===== src/itb_defines.vh =====
// Constants for the instruction tag and breakpoint block
`ifndef ITB_DEFINES_VH
`define ITB_DEFINES_VH

// Timing
`define ITB_CLK_PERIOD_NS  100
`define ITB_E_PERIOD_NS    800
`define ITB_E_DIV_CYC      (`ITB_E_PERIOD_NS / `ITB_CLK_PERIOD_NS)
`define ITB_E_QUARTER_CYC  (`ITB_E_DIV_CYC / 4)
`define ITB_E_HALF_CYC     (`ITB_E_DIV_CYC / 2)

// Queue
`define ITB_QUEUE_DEPTH    2

// Breakpoint mode encodings {sel_1, sel_0}
`define ITB_MODE_OFF       2'h0
`define ITB_MODE_SWI_DUAL  2'h1
`define ITB_MODE_FULL      2'h2
`define ITB_MODE_BDM_DUAL  2'h3

// Value register select codes
`define ITB_SEL_ADDR_HIGH  2'h0
`define ITB_SEL_ADDR_LOW   2'h1
`define ITB_SEL_DATA_HIGH  2'h2
`define ITB_SEL_DATA_LOW   2'h3

// Reset values
`define ITB_BRK_RST        8'h00
`define ITB_TAG_NONE       2'h0

`endif


===== src/itb_tag_breakpoint.v =====
// Instruction tagging, tag queue and low breakpoint data byte comparison
`timescale 1ns/1ps
`include "itb_defines.vh"

// Behaviour
// - Low data byte compares data or address
// - Mode, enable, range, mask steer low byte
// - Breakpoint value registers cleared only at power-on
// - Tag command switches two pins to tagging
// - Tags sampled at each E falling edge
// - Low pin tags its byte of word
// - Two tag pins act independently
// - Tagging any mode, stops on background mode
// - Serial commands blocked while tagging active
// - Tag pins share debug and strobe pins
// - Tags travel with bytes through queue
// - Tagged head instruction enters background mode
// - Range bit adds low byte to address
// - Low mask excludes low data byte
module itb_tag_breakpoint #(
    parameter E_DIV  = `ITB_E_DIV_CYC,
    parameter QDEPTH = `ITB_QUEUE_DEPTH
) (
    // Clock and resets
    input  wire        clk,
    input  wire        arst_n,
    input  wire        por_arst_n,
    // Breakpoint value register writes
    input  wire        brk_wr_en,
    input  wire [1:0]  brk_wr_sel,
    input  wire [7:0]  brk_wr_data,
    // Breakpoint control bits
    input  wire        brk_mode_sel_1,
    input  wire        brk_mode_sel_0,
    input  wire        brk_data_cmp_en,
    input  wire        bp1_full_addr_en,
    input  wire        brk_low_byte_mask,
    // CPU buses
    input  wire [15:0] addr_bus,
    input  wire [15:0] data_bus,
    // Debug control
    input  wire        tag_enable_cmd,
    input  wire        background_debug_mode,
    // Program fetch and queue
    input  wire        fetch_valid,
    input  wire        queue_adv,
    input  wire        opcode_start,
    input  wire        opcode_low_byte,
    input  wire        low_byte_strobe,
    // Pins
    input  wire        debug_serial_pin_in,
    output reg         debug_serial_pin_out,
    output reg         debug_serial_pin_oe_n,
    input  wire        port_e_bit3_in,
    output reg         port_e_bit3_out,
    output reg         port_e_bit3_oe_n,
    output reg         bus_e_clock,
    // Status and results
    output reg         tagging_active,
    output reg         serial_cmd_block,
    output reg         bdm_enter,
    output reg  [15:0] queue_head_word,
    output reg  [1:0]  queue_head_tag,
    output reg         queue_full,
    output reg         low_data_match,
    output reg         bp1_addr_match,
    output reg  [7:0]  brk_addr_high_reg,
    output reg  [7:0]  brk_addr_low_reg,
    output reg  [7:0]  brk_data_high_reg,
    output reg  [7:0]  brk_data_low_reg
);

    localparam          CW          = 4;
    // Count constants are cut to the counter widths on purpose
    localparam [31:0]   E_LAST_W    = E_DIV - 1;
    localparam [31:0]   E_FALL_W    = `ITB_E_HALF_CYC;
    localparam [31:0]   E_QUARTER_W = `ITB_E_QUARTER_CYC;
    localparam [31:0]   E_WIN_LO_W  = E_DIV - `ITB_E_QUARTER_CYC;
    localparam [31:0]   QDEPTH_W    = QDEPTH;
    localparam [7:0]    E_LAST      = E_LAST_W[7:0];
    localparam [7:0]    E_FALL      = E_FALL_W[7:0];
    localparam [7:0]    E_PRE_FALL  = E_FALL - 8'h01;
    localparam [7:0]    E_QUARTER   = E_QUARTER_W[7:0];
    localparam [7:0]    E_WIN_LO    = E_WIN_LO_W[7:0];
    localparam [CW-1:0] Q_FULL      = QDEPTH_W[CW-1:0];

    ////////////////////////////////////////////////////////////////////////////
    // Breakpoint value registers: only power-on reset clears them

    always @(posedge clk or negedge por_arst_n) begin
        if (!por_arst_n) begin
            brk_addr_high_reg <= `ITB_BRK_RST;
            brk_addr_low_reg  <= `ITB_BRK_RST;
            brk_data_high_reg <= `ITB_BRK_RST;
            brk_data_low_reg  <= `ITB_BRK_RST;
        end else if (brk_wr_en) begin
            if (brk_wr_sel == `ITB_SEL_ADDR_HIGH) begin
                brk_addr_high_reg <= brk_wr_data;
            end else if (brk_wr_sel == `ITB_SEL_ADDR_LOW) begin
                brk_addr_low_reg <= brk_wr_data;
            end else if (brk_wr_sel == `ITB_SEL_DATA_HIGH) begin
                brk_data_high_reg <= brk_wr_data;
            end else begin
                brk_data_low_reg <= brk_wr_data;
            end
        end
    end

    ////////////////////////////////////////////////////////////////////////////
    // Low data byte comparison

    wire [1:0] mode = {brk_mode_sel_1, brk_mode_sel_0};
    reg        nxt_low_data_match;
    reg        nxt_bp1_addr_match;

    always @* begin
        nxt_low_data_match = 1'b0;
        nxt_bp1_addr_match = 1'b0;
        if (mode == `ITB_MODE_FULL) begin
            // Disabled or masked low byte counts as matched so it never vetoes
            if (!brk_data_cmp_en || brk_low_byte_mask) begin
                nxt_low_data_match = 1'b1;
            end else begin
                nxt_low_data_match = (data_bus[7:0] == brk_data_low_reg);
            end
        end else if (mode == `ITB_MODE_SWI_DUAL || mode == `ITB_MODE_BDM_DUAL) begin
            // Here the data cmp enable turns on the second address breakpoint
            if (brk_data_cmp_en) begin
                if (bp1_full_addr_en) begin
                    nxt_bp1_addr_match = (addr_bus[15:8] == brk_data_high_reg) &&
                                         (addr_bus[7:0] == brk_data_low_reg);
                end else begin
                    nxt_bp1_addr_match = (addr_bus[15:8] == brk_data_high_reg);
                end
            end
        end
    end

    ////////////////////////////////////////////////////////////////////////////
    // E clock divider and low strobe window

    reg  [7:0] e_cnt_ff;
    wire [7:0] nxt_e_cnt  = (e_cnt_ff == E_LAST) ? 8'h00 : e_cnt_ff + 8'h01;
    // Capture happens on the very edge at which bus_e_clock goes low
    wire       e_fall     = (e_cnt_ff == E_PRE_FALL);
    wire       nxt_e_high = (nxt_e_cnt < E_FALL);
    // Window spans a quarter E either side of the rising edge at count zero
    wire       nxt_win    = (nxt_e_cnt >= E_WIN_LO) || (nxt_e_cnt < E_QUARTER);

    ////////////////////////////////////////////////////////////////////////////
    // Tag pin synchronisers (three stages, second and third must agree)

    reg [2:0] tag_hi_sync_ff;
    reg [2:0] tag_lo_sync_ff;
    reg       tag_hi_n_ff;
    reg       tag_lo_n_ff;
    wire      tag_high_n = tag_hi_n_ff;
    wire      tag_low_n  = tag_lo_n_ff;

    ////////////////////////////////////////////////////////////////////////////
    // Tagging control

    reg  nxt_tagging;
    always @* begin
        nxt_tagging = tagging_active;
        if (background_debug_mode) begin
            nxt_tagging = 1'b0;
        end else if (tag_enable_cmd) begin
            nxt_tagging = 1'b1;
        end
    end

    // Tags are captured per byte, each from its own pin only
    wire [1:0] cap_tag = {~tag_high_n, ~tag_low_n} & {2{tagging_active}};

    ////////////////////////////////////////////////////////////////////////////
    // Instruction queue with per-byte tags

    reg  [15:0]   q_word_ff [0:QDEPTH-1];
    reg  [1:0]    q_tag_ff  [0:QDEPTH-1];
    reg  [CW-1:0] q_cnt_ff;
    // A fetch arriving while full is dropped; the CPU never fetches that far ahead
    wire          push      = e_fall && fetch_valid && (q_cnt_ff < Q_FULL);
    wire          pop       = queue_adv && (q_cnt_ff != {CW{1'b0}});
    wire [CW-1:0] push_idx  = q_cnt_ff - {{(CW-1){1'b0}}, pop};
    wire [CW-1:0] nxt_q_cnt = q_cnt_ff + {{(CW-1){1'b0}}, push}
                                       - {{(CW-1){1'b0}}, pop};

    genvar gi;
    generate
        for (gi = 0; gi < QDEPTH; gi = gi + 1) begin : g_q
            reg [15:0] nxt_word;
            reg [1:0]  nxt_tag;
            always @* begin
                nxt_word = q_word_ff[gi];
                nxt_tag  = q_tag_ff[gi];
                if (pop) begin
                    if (gi + 1 < QDEPTH) begin
                        nxt_word = q_word_ff[(gi + 1) % QDEPTH];
                        nxt_tag  = q_tag_ff[(gi + 1) % QDEPTH];
                    end else begin
                        nxt_word = 16'h0000;
                        nxt_tag  = `ITB_TAG_NONE;
                    end
                end
                if (push && (push_idx == gi)) begin
                    nxt_word = data_bus;
                    nxt_tag  = cap_tag;
                end
            end
            always @(posedge clk or negedge arst_n) begin
                if (!arst_n) begin
                    q_word_ff[gi] <= 16'h0000;
                    q_tag_ff[gi]  <= `ITB_TAG_NONE;
                end else begin
                    q_word_ff[gi] <= nxt_word;
                    q_tag_ff[gi]  <= nxt_tag;
                end
            end
        end
    endgenerate

    ////////////////////////////////////////////////////////////////////////////
    // Next head entry, built alongside the queue so the head outputs stay registered

    reg [15:0] nxt_head_word;
    reg [1:0]  nxt_head_tag;
    always @* begin
        nxt_head_word = q_word_ff[0];
        nxt_head_tag  = q_tag_ff[0];
        if (pop) begin
            if (QDEPTH > 1) begin
                nxt_head_word = q_word_ff[1 % QDEPTH];
                nxt_head_tag  = q_tag_ff[1 % QDEPTH];
            end else begin
                nxt_head_word = 16'h0000;
                nxt_head_tag  = `ITB_TAG_NONE;
            end
        end
        if (push && (push_idx == {CW{1'b0}})) begin
            nxt_head_word = data_bus;
            nxt_head_tag  = cap_tag;
        end
    end

    // Tag of the byte the CPU is about to execute
    wire head_tagged = opcode_low_byte ? q_tag_ff[0][0] : q_tag_ff[0][1];
    wire nxt_bdm_enter = opcode_start && (q_cnt_ff != {CW{1'b0}}) &&
                         head_tagged && !background_debug_mode;

    ////////////////////////////////////////////////////////////////////////////
    // Main registers

    always @(posedge clk or negedge arst_n) begin
        if (!arst_n) begin
            // One count short of zero, so the first E high phase is full length
            e_cnt_ff              <= E_LAST;
            bus_e_clock           <= 1'b0;
            tag_hi_sync_ff        <= 3'h7;
            tag_lo_sync_ff        <= 3'h7;
            tag_hi_n_ff           <= 1'b1;
            tag_lo_n_ff           <= 1'b1;
            tagging_active        <= 1'b0;
            serial_cmd_block      <= 1'b0;
            bdm_enter             <= 1'b0;
            q_cnt_ff              <= {CW{1'b0}};
            queue_head_word       <= 16'h0000;
            queue_head_tag        <= `ITB_TAG_NONE;
            queue_full            <= 1'b0;
            low_data_match        <= 1'b0;
            bp1_addr_match        <= 1'b0;
            debug_serial_pin_out  <= 1'b1;
            debug_serial_pin_oe_n <= 1'b1;
            port_e_bit3_out       <= 1'b0;
            port_e_bit3_oe_n      <= 1'b1;
        end else begin
            e_cnt_ff       <= nxt_e_cnt;
            bus_e_clock    <= nxt_e_high;
            tag_hi_sync_ff <= {tag_hi_sync_ff[1:0], debug_serial_pin_in};
            tag_lo_sync_ff <= {tag_lo_sync_ff[1:0], port_e_bit3_in};
            // Filter keeps the old level on disagreement, so short glitches are ignored
            if (tag_hi_sync_ff[1] == tag_hi_sync_ff[2]) begin
                tag_hi_n_ff <= tag_hi_sync_ff[2];
            end
            if (tag_lo_sync_ff[1] == tag_lo_sync_ff[2]) begin
                tag_lo_n_ff <= tag_lo_sync_ff[2];
            end
            tagging_active   <= nxt_tagging;
            serial_cmd_block <= nxt_tagging;
            bdm_enter        <= nxt_bdm_enter;
            q_cnt_ff         <= nxt_q_cnt;
            queue_head_word  <= nxt_head_word;
            queue_head_tag   <= nxt_head_tag;
            queue_full       <= (nxt_q_cnt == Q_FULL);
            low_data_match   <= nxt_low_data_match;
            bp1_addr_match   <= nxt_bp1_addr_match;
            // Debug pin is only an input here; tagging never drives it
            debug_serial_pin_out  <= 1'b1;
            debug_serial_pin_oe_n <= 1'b1;
            // Strobe driven only inside its window so the host can tag outside it
            port_e_bit3_out  <= low_byte_strobe;
            port_e_bit3_oe_n <= ~nxt_win;
        end
    end

endmodule // itb_tag_breakpoint


===== config.mk =====
export PLATFORM = sky130hd
export DESIGN_NAME = itb_tag_breakpoint
export DESIGN_NICKNAME = d
export VERILOG_FILES = /design/src/itb_tag_breakpoint.v
export VERILOG_INCLUDE_DIRS = /design/src
export SDC_FILE = /design/constraint.sdc
export NUM_CORES = 1
export LEC_CHECK = 0
export ABC_AREA = 1
export BUFFER_PORTS_ARGS = -buffer_cell sky130_fd_sc_hd__buf_2
export CAP_MARGIN = 20
export CELL_PAD_IN_SITES_DETAIL_PLACEMENT = 2
export CELL_PAD_IN_SITES_GLOBAL_PLACEMENT = 2
export CORE_MARGIN = 2
export CORE_UTILIZATION = 33
export CTS_CLUSTER_SIZE = 16
export DETAILED_ROUTE_END_ITERATION = 8
export HOLD_SLACK_MARGIN = 0.03
export PLACE_DENSITY = 0.8
export SYNTH_ARGS = -nofsm -noshare
export SYNTH_HDL_FRONTEND = slang
export SYNTH_SLANG_ARGS = --single-unit

===== constraint.sdc =====
create_clock -name clk -period 4.5 [get_ports clk]
set_input_delay 0.225 -clock clk [delete_from_list [all_inputs] [get_ports clk]]
set_output_delay 0.225 -clock clk [all_outputs]
set_load 0.01 [all_outputs]

Yosys cells after proc, flatten, opt, wreduce, memory -nomap -nowiden
Cells that the tools add are included.

Register bits: 96. Input bits: 60. Output and inout port bits: 61. Logic and storage cells: 93.

Add/subtract/negate cells: 4. $lt $le $gt $ge: 4. Equal/unequal tests: 14. Muxes and demuxes: 18. Bitwise logic cells: 7. Reductions and logical operators: 24.

Operators with widths (count): $mux 16 (4); $eq 8x8->1 (3); $logic_and 1x1->1 (9); $mux 1 (9); $add 8x1->8 const B (1); $eq 8x2->1 const B (1); $eq 8x3->1 const B (1); $ge 8x3->1 const B (1); $lt 8x2->1 const B (1); $lt 8x3->1 const B (1); $mux 2 (4); $mux 8 (1); $reduce_and 4->1 (2); $sub 4x1->4 (2); $eq 2x2->1 const B (3); $not 1->1 (6); $reduce_bool 2->1 (3); $add 4x1->4 (1); $eq 2x1->1 const B (2); $eq 4x1->1 const B (1); $eq 4x2->1 const B (1); $logic_not 4->1 (1); $lt 4x2->1 const B (1); $reduce_bool 4->1 (1); 7 further kinds (11).

Depth between registers and ports, before layout
Depth in word-level cells: 6. Gate-level depth with buffers: 19.

Worst setup path after synthesis
No wires, ideal clock.

Path type: register to register. From: register q_cnt_ff[2]. To: register q_word_ff[10] (netlist name). Setup time: 117 ps. Data arrival time: 2422 ps. Path slack: 1961 ps. Stages on the path, launching flop included: 18. Path buffers: 4. Cell sequence: dfrtp_1 -> inv_1 -> ha_1 -> nand2_1 -> nor2_1 -> nor2_1 -> buf_2 -> buf_4 -> ha_1 -> ha_1 -> xnor2_1 -> nand3_2 -> buf_6 -> inv_2 -> nand2_4 -> buf_6 -> nand3_1 -> nand2_1.

Cells in the longest elaborated chain, start to end: 6. Elaborated cells on any way between the ends: 9. Classes of those cells: add/sub: 1; order compare: 1; eq/ne: 1; mux: 1; reduce/logical: 5.

Ends and longest elaborated chain: from (decl) (RTL line itb_tag_breakpoint.v:181) `reg [CW-1:0] q_cnt_ff;`; from (signal assigned) (RTL line itb_tag_breakpoint.v:266) `q_cnt_ff <= {CW{1'b0}};`; from (signal assigned) (RTL line itb_tag_breakpoint.v:291) `q_cnt_ff <= nxt_q_cnt;`; $reduce_bool 4->1 (RTL line itb_tag_breakpoint.v:184) `wire pop = queue_adv && (q_cnt_ff != {CW{1'b0}});`; $logic_and 1x1->1 (RTL line itb_tag_breakpoint.v:184); $sub 4x1->4 (RTL line itb_tag_breakpoint.v:185) `wire [CW-1:0] push_idx = q_cnt_ff - {{(CW-1){1'b0}}, pop};`; $eq 4x1->1 (RTL line itb_tag_breakpoint.v:206) `if (push && (push_idx == gi)) begin`; $logic_and 1x1->1 (RTL line itb_tag_breakpoint.v:206); $mux 16 or $reduce_bool 2->1 (tied branches); to (signal, indexed assignment) (RTL line itb_tag_breakpoint.v:216) `q_word_ff[gi] <= nxt_word;`; to (decl) (RTL line itb_tag_breakpoint.v:179) `reg [15:0] q_word_ff [0:QDEPTH-1];`.

Several ways; a longest one is shown, not always the timed one. A chain may end at the register's enable or synchronous reset.

Worst setup path after layout
From: register q_cnt_ff[2]. To: register queue_head_word[11].

Cells in the longest elaborated chain, start to end: 6. Elaborated cells on any way between the ends: 9. Classes of those cells: add/sub: 1; order compare: 1; mux: 1; reduce/logical: 6.

Ends and longest elaborated chain: $reduce_bool 4->1 (RTL line itb_tag_breakpoint.v:184); $logic_and 1x1->1 (RTL line itb_tag_breakpoint.v:184); $sub 4x1->4 (RTL line itb_tag_breakpoint.v:185); $logic_not 4->1 (RTL line itb_tag_breakpoint.v:240) `if (push && (push_idx == {CW{1'b0}})) begin`; $logic_and 1x1->1 (RTL line itb_tag_breakpoint.v:240); $mux 16 or $reduce_bool 2->1 (tied branches); to (signal assigned) (RTL line itb_tag_breakpoint.v:292) `queue_head_word <= nxt_head_word;`; to (decl) (RTL line itb_tag_breakpoint.v:62) `output reg [15:0] queue_head_word,`.

Several ways; a longest one is shown, not always the timed one.

==> impl_metrics.toml <==
[cts]
cts_root_buf = "clkbuf_16"
clk_latency_ns = 0.36
cts_buffer_depth = 2
cts_tree = "done"
cts_resized = 0
cts_buffers = 9
clock_sinks = 96
htree_levels = 3
clk_pin_slew_worst_paths_ns = 0.07

[floorplanning]
die_y_um = 126
dieArea_um2 = 15800
core_area_um2 = 14500
io_pins = 121
die_w_um = 126
start_util = 0.337
rows = 44

[worst_setup_path]
worst_setup_path_start_kind = "register"
crit_fanout = 21
critPathRequiredTime_ns = 4.75
crit_chain = "inv_1 -> ha_1 -> nand2_1 -> nor2_1 -> nor2_1 -> buf_4 -> ha_1 -> ha_1 -> xnor2_1 -> nand3_2 -> nor2_4 -> nand2_1 -> nand2_1 -> nand2_1"
crit_path_start = "q_cnt_ff[2]$_DFF_PN0_"
path_common_cell = "nand2_1"
rrSetupSlack_ns = 1.20
r2r_cells = 14
critPathKind = "reg2reg"
endpoint_kind = "register"
slowest_delay_ns = 0.57
cp_slowest_cell = "nor2_4"
r2r_end = "queue_head_word[11]$_DFFE_PN0P_"
rr_startpoint = "q_cnt_ff[2]$_DFF_PN0_"
crit_end = "queue_head_word[11]$_DFFE_PN0P_"
worst_ep_arrival_time_ns = 3.55

[sta]
setup_viol = 0
finalMaxSlewViolations = 0
setup_slack_ns = 1.20
skew_ns = 0.00965
hold_viol_final = 0
fmax_ghz = 0.303
max_slew.worst_pin.slew_ns = 0.850
fin_crit_sh = 0.734
relSlewSlack = 0.433
fin_crit_ns = 3.30
rsz0062_at_grt = "no"
finalSetupTns_ns = 0

[final_layout]
drive_above_1_share = 0.238
num-nets-final = 763
layout_commonest_cell = "nand2_1"
layout.cells.most_common_list = "188 x nand2_1, 118 x buf_2, 84 x dfrtp_1, 64 x inv_1"
syn_to_final_growth_pct = 19.5
diodes = 0
multi_input_area_um2 = 1940
fill_cells = 1685
regArea_um2 = 2420
reg.largest.list = "q_word_ff (16), queue_head_word (16)"

[pwr]
leakage_nw = 3.20
ir_drop_mv = 0.190
powerDensity_nw_per_um2 = 437

[global_routing]
grt_pass1_vias = 4644
track_usage = 0.192
overflow = 0
grt_max_degree = 65
antenna_found_initial = 0
grt_pass1_wl_mm = 24.0

[logic_synthesis]
synthCells = 589
synth_flop_cell = "dfrtp_1"
postSynthAreaPerCell_um2 = 8.31
syn-cell-area_um2 = 4890
synth-seq-cells = 96
synth_warnings = 0
ys_async_sr_fraction = 1.00
synth_cell_types = 35
synth_edf_count = 0
seq_area_frac_synth = 0.494

[route]
vias_per_cell = 4.78
finalWirelength_mm = 14.7
vias = 4183
wire_per_inst_um = 16.7
drcViolationCount = 0
drt_first_pass_iters = 4
drt_iter0_drc = 137
drtAntennaViolNets = 0

[placed_design]
port_buffers = 118
dpl_worst_slack_ns = 1.27
dp_hpwl_mm = 10.6
gp_congestion = 0.773

[run_status]
status = "finished clean"

[run]
maxCapViolations = 0

[hold_path]
worstHoldPathType = "in2async"
[cells in the mapped netlist (all sizes together), types with 3 or more instances]
library cell	number	share of area
nand2	191	0.15
dfrtp	84	0.43
inv	67	0.052
o21ai	56	0.057
nand3	50	0.057
nor2	40	0.036
buf	32	0.053
ha	14	0.036
dfstp	12	0.064
xor2	11	0.020
xnor2	7	0.013
clkbuf	6	0.0046
nor3	3	0.0031
or2	3	0.0038
[power breakdown]
group / internal (mW) / total, mW / switching [mW]
sequential: 0.952 / 1.03 / 0.0759
combinational: 0.220 / 0.641 / 0.421
clock: 0.542 / 0.886 / 0.345
total: 1.71 / 2.55 / 0.842
[layout make-up]
class,instances,share of cell area
sequential,96,0.414
multi-input combinational,388,0.332
timing repair buffer,125,0.114
inverter,68,0.0441
tap,184,0.0394
clock buffer,10,0.0392
clock inverter,5,0.0182
[layer usage]
layer | GRT usage | share of wire | up-vias
met5 | 0 | 0 | -
met4 | 0.0549 | 0.014 | 0
met3 | 0.0510 | 0.055 | 15
met2 | 0.339 | 0.52 | 98
met1 | 0.231 | 0.41 | 2062
li1 | - | - | 2008
[timing repair]
item                                   4_1_cts  5_1_grt
endpoints found under the hold margin       35        0
setup buffers                                0        0
hold buffers                                 4        0
[worst min-delay path by stage]
stage	cells after the start	startpoint	end
6_report	2	arst_n	low_data_match$_DFF_PN0_
5_1_grt	2	background_debug_mode	serial_cmd_block$_DFFE_PN0P_
4_1_cts	2	background_debug_mode	serial_cmd_block$_DFFE_PN0P_
3_5_place_dp	1	por_arst_n	brk_addr_low_reg[5]$_DFFE_PN0P_
3_3_place_gp	1	por_arst_n	brk_addr_low_reg[7]$_DFFE_PN0P_
2_1_floorplan	0	arst_n	bdm_enter$_DFF_PN0_
[cell families after synthesis]
kind of cell / synth area share
AND/OR/NAND/NOR: 0.254
buffers and inverters: 0.110
flip-flops: 0.494
AO/OA/AOI/OAI: 0.0621
XOR/XNOR: 0.0322
adder cells (fa/ha/maj): 0.0440
other: 0.000766
multiplexers: 0.00205
[through the flow]
| step | hold slack [ns] | total power, mW | util | std cells | cell area (um^2) |
|---|---|---|---|---|---|
| floorplan | -0.0706 | 1.44 | - | 590 | 4900 |
| detailed placement | 0.327 | 1.67 | 0.375 | 856 | 5450 |
| finish | 0.0535 | 2.55 | 0.402 | 876 | 5850 |
| CTS | 0.0606 | 2.58 | 0.401 | 875 | 5830 |
| global placement | 0.302 | 1.62 | 0.375 | 856 | 5450 |
| global route | 0.0626 | 2.71 | 0.402 | 876 | 5850 |
[critical path: cells and delay by family (launching register included)]
kind                       cells  cell delay (ns)
and+or+nand+nor                8             1.61
xor gates and xnor gates       1             0.18
DFF                            1             0.39
buffers and inverters          2             0.35
adders and majority gates      3             0.66
Power figures use the tool's default switching activity.
